**src/include/sfs_pkg.sv**
```systemverilog
// sfs_pkg: constants for the servo fault supervisor
// assumes a 100 MHz mclk and a synchronous active-high reset
package sfs_pkg;

  // ----------------------------------------
  // fault codes
  // ----------------------------------------
  localparam int          NUM_FAULTS    = 12;
  localparam logic [3:0]  CODE_HW       = 4'h0;
  localparam logic [3:0]  CODE_SUPPLY   = 4'h1;
  localparam logic [3:0]  CODE_PHASE    = 4'h2;
  localparam logic [3:0]  CODE_CABLE    = 4'h3;
  localparam logic [3:0]  CODE_LAST_FATAL = 4'h1;

  // ----------------------------------------
  // measurement thresholds
  // ----------------------------------------
  localparam logic [15:0] DC_LINK_MAX_V = 16'd480;
  // current scaled in tenths: limit is 25/10 of rated
  localparam logic [7:0]  CUR_NUM       = 8'd25;
  localparam logic [7:0]  CUR_DEN       = 8'd10;
  // speed limit is 5/4 of configured maximum
  localparam logic [7:0]  SPD_NUM       = 8'd5;
  localparam logic [7:0]  SPD_DEN       = 8'd4;

  // ----------------------------------------
  // display timing
  // ----------------------------------------
  localparam int          CLK_HZ        = 100_000_000;
  localparam int          REFRESH_MS    = 1000;
  localparam int          REFRESH_CYC   = CLK_HZ / 1000 * REFRESH_MS;

  // seven-segment glyphs, gfedcba, active high
  localparam logic [6:0]  SEG_LETTER_F  = 7'h71;
  localparam logic [6:0]  SEG_BLANK     = 7'h00;

  typedef enum logic [1:0] {
    SFS_RUN    = 2'b00,
    SFS_LOCKED = 2'b01,
    SFS_FATAL  = 2'b10
  } sfs_state_t;

endpackage

```
**src/hdl/sfs_display.sv**
```systemverilog
// sfs_display: shows letter F and a two-digit fault number, refreshed once a second
// assumes code is stable while show is high
`timescale 1ns/1ps
module sfs_display
  import sfs_pkg::*;
#(
  parameter int REFRESH_CYCLES = REFRESH_CYC
) (
  // clock and reset
  input  wire logic       mclk,
  input  wire logic       srst,
  // fault to show
  input  wire logic       show,
  input  wire logic [3:0] code,
  // segment outputs
  output logic [6:0]      segLetter_r,
  output logic [6:0]      segTens_r,
  output logic [6:0]      segUnits_r,
  output logic            refreshTick_r
);

  initial begin
    if (REFRESH_CYCLES < 2) $error("refresh period too short");
  end

  // ----------------------------------------
  // decimal digit to segments
  // ----------------------------------------
  function automatic logic [6:0] digitSeg(input logic [3:0] d);
    unique case (d)
      4'h0: digitSeg = 7'h3f;
      4'h1: digitSeg = 7'h06;
      4'h2: digitSeg = 7'h5b;
      4'h3: digitSeg = 7'h4f;
      4'h4: digitSeg = 7'h66;
      4'h5: digitSeg = 7'h6d;
      4'h6: digitSeg = 7'h7d;
      4'h7: digitSeg = 7'h07;
      4'h8: digitSeg = 7'h7f;
      4'h9: digitSeg = 7'h6f;
      default: digitSeg = SEG_BLANK;
    endcase
  endfunction

  logic [31:0] cnt_r, cnt_nxt;
  logic [6:0]  letter_nxt, tens_nxt, units_nxt;
  logic        tick_nxt;
  logic [3:0]  tensDig, unitsDig;

  always_comb begin
    tensDig    = (code >= 4'ha) ? 4'h1 : 4'h0;
    unitsDig   = (code >= 4'ha) ? 4'(code - 4'ha) : code;
    tick_nxt   = (cnt_r == 32'(REFRESH_CYCLES - 1));
    cnt_nxt    = tick_nxt ? 32'h0 : cnt_r + 32'h1;
    letter_nxt = segLetter_r;
    tens_nxt   = segTens_r;
    units_nxt  = segUnits_r;
    // segments only change at a refresh tick, so a new fault waits up to a second
    if (tick_nxt) begin
      letter_nxt = show ? SEG_LETTER_F : SEG_BLANK;
      tens_nxt   = show ? digitSeg(tensDig) : SEG_BLANK;
      units_nxt  = show ? digitSeg(unitsDig) : SEG_BLANK;
    end
  end

  always_ff @(posedge mclk) begin
    if (srst) begin
      cnt_r         <= 32'h0;
      segLetter_r   <= SEG_BLANK;
      segTens_r     <= SEG_BLANK;
      segUnits_r    <= SEG_BLANK;
      refreshTick_r <= 1'b0;
    end else begin
      cnt_r         <= cnt_nxt;
      segLetter_r   <= letter_nxt;
      segTens_r     <= tens_nxt;
      segUnits_r    <= units_nxt;
      refreshTick_r <= tick_nxt;
    end
  end

endmodule

```
**src/hdl/sfs_supervisor.sv**
```systemverilog
// sfs_supervisor: latches the first fault, cuts motor power, drives the fault display
// assumes sensor flags arrive from pins (synchronised here), measurements from mclk logic
// Behaviour
// - show F and fault number, refresh each second
// - codes 00, 01 cut power, never acknowledgeable
// - code 02 phase loss, only in 3-phase
// - code 03 cable break, first enable only
// - code 04 when DC link above 480 V
// - code 05 when current above 2.5 rated
// - code 06 on ballast resistor overload
// - code 07 on amplifier overtemperature
// - code 08 on motor overtemperature
// - code 09 on encoder break or init failure
// - code 10 when speed above 1.25 max
// - code 11 on even brief current overrange
// - stay locked, power off until acknowledged
`timescale 1ns/1ps
module sfs_supervisor
  import sfs_pkg::*;
#(
  parameter int REFRESH_CYCLES = REFRESH_CYC,
  parameter int MEAS_W         = 16
) (
  // clock and reset
  input  wire logic              mclk,
  input  wire logic              srst,
  // pin-level fault flags, asynchronous
  input  wire logic              hwDefect,
  input  wire logic              supplyBad,
  input  wire logic              phaseLost,
  input  wire logic              cableBroken,
  input  wire logic              ballastOverload,
  input  wire logic              ampOverTemp,
  input  wire logic              motorOverTemp,
  input  wire logic              encoderBreak,
  input  wire logic              encoderInitFail,
  input  wire logic              currentOverrange,
  // configuration and control, asynchronous
  input  wire logic              threePhase,
  input  wire logic              driveEnable,
  input  wire logic              faultAck,
  // measurements, same clock domain
  input  wire logic [MEAS_W-1:0] dcLinkVolts,
  input  wire logic [MEAS_W-1:0] outCurrent,
  input  wire logic [MEAS_W-1:0] ratedCurrent,
  input  wire logic [MEAS_W-1:0] shaftSpeed,
  input  wire logic [MEAS_W-1:0] maxSpeed,
  // power stage and status
  output logic                   powerDisable_r,
  output logic                   faultPending_r,
  output logic [3:0]             faultCode_r,
  // display
  output logic [6:0]             segLetter_r,
  output logic [6:0]             segTens_r,
  output logic [6:0]             segUnits_r,
  output logic                   refreshTick_r
);

  localparam int NPIN = 13;

  initial begin
    if (MEAS_W < 10 || MEAS_W > 24) $error("measurement width unsupported");
  end

  // ----------------------------------------
  // input synchronisers
  // ----------------------------------------
  logic [NPIN-1:0] pinRaw, pinMeta_r, pinSync_r;
  assign pinRaw = {faultAck, driveEnable, threePhase, currentOverrange, encoderInitFail,
                   encoderBreak, motorOverTemp, ampOverTemp, ballastOverload,
                   cableBroken, phaseLost, supplyBad, hwDefect};

  always_ff @(posedge mclk) begin
    if (srst) begin
      pinMeta_r <= '0;
      pinSync_r <= '0;
    end else begin
      pinMeta_r <= pinRaw;
      pinSync_r <= pinMeta_r;
    end
  end

  // ----------------------------------------
  // fault detection
  // ----------------------------------------
  logic [NUM_FAULTS-1:0] cond;
  logic [MEAS_W+7:0]     curLhs, curRhs, spdLhs, spdRhs;
  logic                  enSync, ackSync, firstEnable;
  logic                  enPrev_r, enPrev_nxt, enabledOnce_r, enabledOnce_nxt;

  assign enSync  = pinSync_r[11];
  assign ackSync = pinSync_r[12];
  assign firstEnable = enSync && !enPrev_r && !enabledOnce_r;

  always_comb begin
    curLhs = (MEAS_W+8)'(outCurrent) * (MEAS_W+8)'(CUR_DEN);
    curRhs = (MEAS_W+8)'(ratedCurrent) * (MEAS_W+8)'(CUR_NUM);
    spdLhs = (MEAS_W+8)'(shaftSpeed) * (MEAS_W+8)'(SPD_DEN);
    spdRhs = (MEAS_W+8)'(maxSpeed) * (MEAS_W+8)'(SPD_NUM);
    cond[0]  = pinSync_r[0];
    cond[1]  = pinSync_r[1];
    cond[2]  = pinSync_r[2] && pinSync_r[10];
    // cable test only on the very first enable edge; later breaks go unseen
    cond[3]  = pinSync_r[3] && firstEnable;
    cond[4]  = dcLinkVolts > MEAS_W'(DC_LINK_MAX_V);
    cond[5]  = curLhs > curRhs;
    cond[6]  = pinSync_r[4];
    cond[7]  = pinSync_r[5];
    cond[8]  = pinSync_r[6];
    cond[9]  = pinSync_r[7] || pinSync_r[8];
    cond[10] = spdLhs > spdRhs;
    // a one-cycle overrange pulse is enough; it is latched below
    cond[11] = pinSync_r[9];
    enPrev_nxt      = enSync;
    enabledOnce_nxt = enabledOnce_r || enSync;
  end

  // lowest code wins when several faults appear in the same cycle
  function automatic logic [3:0] firstCode(input logic [NUM_FAULTS-1:0] c);
    firstCode = 4'h0;
    for (int i = NUM_FAULTS - 1; i >= 0; i--) begin
      if (c[i]) firstCode = 4'(i);
    end
  endfunction

  // ----------------------------------------
  // fault latch state machine
  // ----------------------------------------
  sfs_state_t state_r, state_nxt;
  logic [3:0] code_nxt;
  logic       causeActive;

  always_comb begin
    state_nxt   = state_r;
    code_nxt    = faultCode_r;
    causeActive = cond[faultCode_r];
    unique case (state_r)
      SFS_RUN: begin
        if (|cond) begin
          code_nxt  = firstCode(cond);
          state_nxt = (firstCode(cond) <= CODE_LAST_FATAL) ? SFS_FATAL : SFS_LOCKED;
        end
      end
      SFS_LOCKED: begin
        // ack clears only once the cause is gone; the controller waits for cooling
        if (ackSync && !causeActive) begin
          state_nxt = SFS_RUN;
          code_nxt  = 4'h0;
        end
      end
      SFS_FATAL: begin
        state_nxt = SFS_FATAL;
      end
      default: state_nxt = SFS_LOCKED;
    endcase
  end

  always_ff @(posedge mclk) begin
    if (srst) begin
      state_r        <= SFS_RUN;
      faultCode_r    <= 4'h0;
      powerDisable_r <= 1'b0;
      faultPending_r <= 1'b0;
      enPrev_r       <= 1'b0;
      enabledOnce_r  <= 1'b0;
    end else begin
      state_r        <= state_nxt;
      faultCode_r    <= code_nxt;
      powerDisable_r <= (state_nxt != SFS_RUN);
      faultPending_r <= (state_nxt != SFS_RUN);
      enPrev_r       <= enPrev_nxt;
      enabledOnce_r  <= enabledOnce_nxt;
    end
  end

  // ----------------------------------------
  // display
  // ----------------------------------------
  sfs_display #(.REFRESH_CYCLES(REFRESH_CYCLES)) uDisplay (
    .mclk          (mclk),
    .srst          (srst),
    .show          (faultPending_r),
    .code          (faultCode_r),
    .segLetter_r   (segLetter_r),
    .segTens_r     (segTens_r),
    .segUnits_r    (segUnits_r),
    .refreshTick_r (refreshTick_r)
  );
endmodule

```
**config.mk**
```make
export PLATFORM = sky130hd
export DESIGN_NAME = sfs_supervisor
export DESIGN_NICKNAME = d
export VERILOG_FILES = /design/src/include/sfs_pkg.sv /design/src/hdl/sfs_display.sv /design/src/hdl/sfs_supervisor.sv
export SDC_FILE = /design/constraint.sdc
export NUM_CORES = 1
export LEC_CHECK = 0
export ABC_AREA = 1
export BUFFER_PORTS_ARGS = -buffer_cell sky130_fd_sc_hd__buf_2
export CAP_MARGIN = 0
export CORE_AREA = 2 2 148 150
export CTS_CLUSTER_SIZE = 40
export DETAILED_ROUTE_END_ITERATION = 8
export DIE_AREA = 0 0 150 152
export SETUP_SLACK_MARGIN = 0.05
export SLEW_MARGIN = 40
export SYNTH_ARGS = -nofsm -noshare
export SYNTH_HDL_FRONTEND = slang
export SYNTH_SLANG_ARGS = --single-unit
```
**constraint.sdc**
```tcl
create_clock -name mclk -period 11.4 [get_ports mclk]
set_clock_uncertainty 0.15 [all_clocks]
set_input_delay 1.14 -clock mclk [delete_from_list [all_inputs] [get_ports mclk]]
set_output_delay 1.14 -clock mclk [all_outputs]
set_load 0.03 [all_outputs]
```
* Yosys cells after proc, flatten, opt, wreduce, memory -nomap -nowiden
Memories as Yosys holds them, arrays and structs flattened.
Cells that the tools add are included.
** Storage, ports and cells
- Register bits :: 89
- Latch bits :: 0
- Bits in writable memories :: 0
- ROM bits :: 224
- Input bits :: 95
- Output and inout bits :: 28
- Word-level logic and storage cells :: 73
- Memories :: 2
** Cells by class
- $add $sub $neg :: 2
- Multiply operators :: 3
- Divide/modulo/power cells :: 0
- Order comparisons :: 6
- Equality and inequality tests :: 5
- Shifts and indexed selects :: 0
- Muxes and demuxes :: 27
- Bitwise operators :: 0
- Reductions and logical operators :: 16
** Memory list
- (no name shown) :: depth 16, width 7, read ports 1, clocked after Yosys merged registers in 0, write ports 0, line sfs_display.sv:30 : unique case (d)
- (no name shown) :: depth 16, width 7, read ports 1, clocked after Yosys merged registers in 0, write ports 0, line sfs_display.sv:30
** Operators by type and width (number)
- 4-bit two-way mux :: 16
- 16-bit by 3-bit multiplier with 19-bit output (second input constant) :: 2
- 32-bit by 1-bit adder with 32-bit output (second input constant) :: 1
- 32-bit by 27-bit == test with 1-bit output (second input constant) :: 1
- 20-bit by 21-bit > comparator with 1-bit output :: 1
- 16-bit by 5-bit multiplier with 21-bit output (second input constant) :: 1
- 7-bit two-way mux :: 3
- 18-bit by 19-bit > comparator with 1-bit output :: 1
- 16-bit by 9-bit > comparator with 1-bit output (second input constant) :: 1
- 12-bit OR reduction :: 1
- 4-bit one-hot mux with 2 select lines :: 1
- 2-bit two-way mux :: 3
- 2-bit one-hot mux with 3 select lines :: 1
- 1-bit logical AND :: 5
- 4-bit by 5-bit < comparator with 1-bit output (second input constant) :: 1
- 1-bit binary-select mux with 4-bit select :: 1
- 4-bit greater-or-equal comparator (second input constant) :: 1
- 4-bit by 1-bit less-or-equal comparator with 1-bit output (second input constant) :: 1
- 2-bit inequality test (second input constant) :: 2
- 2-bit nonzero test :: 2
- 4-bit subtractor (second input constant) :: 1
- 1-bit zero test :: 3
- 3-bit AND reduction :: 1
- 2-bit by 1-bit == test with 1-bit output (second input constant) :: 1
- other kinds (5) :: 7

* Depth between registers and ports, before layout
- Word-level depth :: 20
- Gate-level depth with buffers :: 38

* By module
A second synthesis with hierarchy kept.
** Unflattened totals
- Cell total of the unflattened synthesis :: 1165
- Area total of the unflattened synthesis :: 8005.2 µm²
** Modules (own cells, without submodules)
- sfs_supervisor :: times used 1, cells each 767, area an instance 5466.5 µm², seq. area each 700.7 µm²
- sfs_display :: times used 1, cells each 398, area an instance 2538.7 µm², seq. area each 840.8 µm²

* Worst setup path before layout
No wires, ideal clock.
- Path type :: input to register
- From :: in ratedCurrent[2]
- To :: reg faultCode_r[1]
- Arrival :: 5.486 ns
- Setup slack :: 5.651 ns
- Stages :: 31
- Cells stage by stage :: ha_1 -> ha_1 -> fa_1 -> ha_1 -> a21oi_1 -> nand2_1 -> a21oi_1 -> o21ai_0 -> nand2_1 -> nand2_1 -> a21oi_1 -> inv_1 -> a21oi_1 -> o21bai_1 -> nand2_1 -> nand2_1 -> a21oi_1 -> xor2_1 -> ha_1 -> nand4_1 -> or4_1 -> nand3_2 -> nand2_1 -> nand2_1 -> nand2_1 -> nand2_1 -> nand3_1 -> nand2_1 -> nand2_1 -> nand2_1 -> nor2_1
** On the way
- Word-level cells in the longest chain between the ends :: 10
- Elaborated cells between the ends (all ways) :: 18
** Ends and longest elaborated chain
- start, declared :: line sfs_supervisor.sv:45 : input wire logic [MEAS_W-1:0] ratedCurrent,
- 16-bit by 5-bit multiplier with 21-bit output (*) :: line sfs_supervisor.sv:97 : curRhs = (MEAS_W+8)'(ratedCurrent) * (MEAS_W+8)'(CUR_NUM);
- 20-bit by 21-bit > comparator with 1-bit output (*) :: line sfs_supervisor.sv:106 : cond[5] = curLhs > curRhs;
- 4-bit two-way mux (6 in a row) :: line sfs_supervisor.sv:122 : if (c[i]) firstCode = 4'(i);
- 4-bit two-way mux :: line sfs_supervisor.sv:139 : if (|cond) begin
- 4-bit one-hot mux with 2 select lines :: line sfs_supervisor.sv:137 : unique case (state_r)
- end signal, assigned :: line sfs_supervisor.sv:168 : faultCode_r <= code_nxt;
- end, declared :: line sfs_supervisor.sv:51 : output logic [3:0] faultCode_r,
Every way passes the cells marked *; elsewhere a longest branch is shown, timed or not. The select of a mux whose other input is x is not followed.
A chain may end at the register's enable or synchronous reset.

* Final worst setup path
Ends and elaborated chain as after synthesis.

==> results.py <==
metrics = {
    "worst_setup_path": {
        "crit_fanout": 6,
        "worst_r2r_path_depth": 10,
        "critical_path.slowest_cell": "or4_1",
        "start_kind": "input pin",
        "cp.arrival_ps": 6050,
        "r2r_end": "uDisplay.segUnits_r[0]",
        "cpMostUsedCell": "nand2_1",
        "crit_required_ps": 11480,
        "crit_path_max_incr_delay_ps": 550,
        "cp-end-kind": "flop",
        "reg2reg_from": "faultCode_r[0]",
        "r2r_slack_ps": 8810,
        "crit_type": "in -> reg",
    },
    "die": {
        "die_height_um": 152,
        "die-area_um2": 22800,
        "ios": 123,
        "core_area_um2": 21400,
        "start_util": 0.354,
        "rows": 54,
        "die_x_um": 150,
    },
    "power_and_ir_drop": {
        "p_leak_nw": 4.63,
        "switching_share": 0.376,
        "clockPowerShare": 0.279,
        "power_mw": 1.05,
        "power_density_nw_per_um2": 120,
        "ir_worst_vdd_mv": 0.0651,
        "power_frac_comb": 0.449,
        "switchingPower_mw": 0.394,
        "p_seq_frac": 0.272,
        "intPower_mw": 0.654,
    },
    "clock_tree": {
        "cts_tree": "done",
        "cts_hold_buf": 0,
        "clk_pin_slew_ps": 60,
        "numCtsBuffers": 9,
        "clock_latency_ps": 330,
        "post_cts_buffers": 0,
        "htree_levels": 3,
        "clock-sinks": 77,
        "ctsLongestPathBuffers": 2,
        "root_buffer": "clkbuf_16",
        "post_cts_resized": 0,
    },
    "global_route": {
        "grt_pass1_vias": 6234,
        "grt.overflow.total": 0,
        "antenna_found_initial": 3,
        "grt_usage": 0.141,
        "grt_max_degree": 33,
        "grt_pass1_wl_um": 26900,
    },
    "timing": {
        "max_slew_margin": 0.607,
        "fmax_mhz": 168,
        "layout_min_cycle_time_ps": 5970,
        "setup_tns_ps": 0,
        "hold_viol": 0,
        "setup_violations": 0,
        "post-route-period-util": 0.524,
        "drv_slew": 0,
        "worstMarginPinSlew_ps": 590,
        "rsz0062_at_grt": "false",
    },
    "route": {
        "dr_total_vias": 6541,
        "routed_wl_um": 15400,
        "via_per_inst": 4.51,
        "drtPass1Iterations": 4,
        "ant_nets": 0,
        "drt_iter0_drc": 209,
        "routedWlPerCell_um": 10.6,
        "remaining_drc_errors": 0,
    },
    "synth": {
        "ys_types": 53,
        "syn_inst": 1050,
        "async_reset_ff_frac": 0,
        "synth-edff-count": 0,
        "ys_warn_count": 0,
        "synth.ff_latch_count": 77,
        "yosysSeqAreaShare": 0.204,
        "avgSynthCellArea_um2": 7.21,
        "synth_area_um2": 7570,
        "synth-main-ff-cell": "dfxtp_1",
    },
    "worst_hold_path": {
        "min_from": "pinMeta_r[6]",
        "holdPathStages": 2,
        "min_to": "pinSync_r[6]",
        "hp-class": "reg -> reg",
    },
    "finish": {
        "fin_nets": 1423,
        "fin_area_um2": 8720,
        "syn2layout_area_growth_pct": 15.2,
        "drive_gt1_frac": 0.132,
    },
    "placed_design": {
        "port_buffers": 118,
        "routabilityCongestion": 0.894,
        "placed_area_um2": 8400,
        "place_hpwl_um": 13100,
    },
    "job": {
        "cap_violations": 0,
    },
    "status": {
        "status": "completed",
    },
}
sequential cells by signal, indices dropped and copies added, names as in the netlist, 2 cells and up:
name	flops
pinMeta_r	13
state_r	2
uDisplay.cnt_r	32
pinSync_r	13
uDisplay.segUnits_r	7
faultCode_r	4
uDisplay.segTens_r	2
worst max-delay path by stage:
stage,start,end,cells past startpoint
2_1_floorplan,ratedCurrent[2],faultCode_r[1],31
5_1_grt,ratedCurrent[2],faultCode_r[1],32
4_1_cts,ratedCurrent[2],faultCode_r[1],32
3_3_place_gp,ratedCurrent[2],faultCode_r[1],32
3_5_place_dp,ratedCurrent[2],faultCode_r[1],32
6_report,ratedCurrent[2],faultCode_r[1],32
critical path: cells and delay by family:
family,cells,cell delay (ps)
compound gates,7,1030
xor+xnor,1,80
fa+ha+maj,5,1720
buf+inv,2,180
simple gates,17,1890
cell families after synthesis:
family	Yosys count	synth area share
buffers and inverters	225	0.118
AO/OA/AOI/OAI	153	0.114
AND/OR/NAND/NOR	385	0.227
adder cells (fa/ha/maj)	165	0.286
XOR/XNOR	44	0.0509
other	1	0.000495
flip-flops	77	0.204
synthesized netlist by cell type, types with 3 or more instances:
library cell  instances  area (µm²)
a211oi_1              3        22.5
a21o_1                4        30.0
a21oi_1              83         415
a31oi_1               3        18.8
buf_4                13        97.6
clkbuf_1              5        18.8
clkinv_1              3        11.3
dfxtp_1              77        1540
fa_1                 13         260
ha_1                152        1900
inv_1               201         754
nand2_1             179         672
nand3_1              46         230
nand4_1              12        75.1
nor2_1              101         379
nor2_4                5        56.3
nor3_1               16        80.1
nor4_1                6        37.5
o21a_1                5        37.5
o21ai_0              32         160
o21ai_1               4        20.0
o21bai_1              5        37.5
xnor2_1              11        96.3
xor2_1               33         289
layout by cell type (no fill, tap or decap), drive strengths merged, types with 5 or more instances in the layout:
cell and count:
a21oi 83, buf 119, clkbuf 12, dfxtp 77
fa 13, ha 152, inv 203, nand2 181
nand3 49, nand4 15, nor2 106, nor3 17
nor4 6, o21a 5, o21ai 37, o21bai 5
xnor2 11, xor2 33
per-layer routing:
| metal | track usage | up-vias | share of wire |
|---|---|---|---|
| met5 | 0 | - | 0.00046 |
| met4 | 0.0301 | 2 | 0.0076 |
| met3 | 0.0252 | 9 | 0.037 |
| met2 | 0.244 | 90 | 0.46 |
| met1 | 0.182 | 2820 | 0.50 |
| li1 | - | 3620 | - |
power groups by stage:
stage          clock network (mW)  registers [mW]  logic [mW]
6_report                    0.292           0.285       0.471
5_1_grt                     0.314           0.286       0.557
4_1_cts                     0.300           0.285       0.478
3_5_place_dp                    0           0.291       0.474
3_3_place_gp                    0           0.291       0.470
2_1_floorplan                   0           0.293       0.365
final cells by class:
| class | instances | area (µm²) |
|---|---|---|
| multi-input cells | 751 | 5140 |
| clock inverters | 4 | 53.8 |
| flip-flops and latches | 77 | 1540 |
| clock buffers | 12 | 256 |
| repair buffers | 119 | 598 |
| inverters | 205 | 769 |
| diodes | 1 | 2.50 |
| fillers | 2318 | 12600 |
| well taps | 280 | 350 |
through the flow:
stage | util | instances | hold slack [ps] | worst slack [ps]
after floorplan | - | 1053 | 238 | 5650
after global placement | 0.394 | 1432 | 241 | 5210
after detailed placement | 0.394 | 1432 | 242 | 5090
after CTS | 0.408 | 1448 | 250 | 5440
after global routing | 0.408 | 1448 | 267 | 4920
final | 0.408 | 1449 | 250 | 5430
Power figures use the tool's default switching activity.
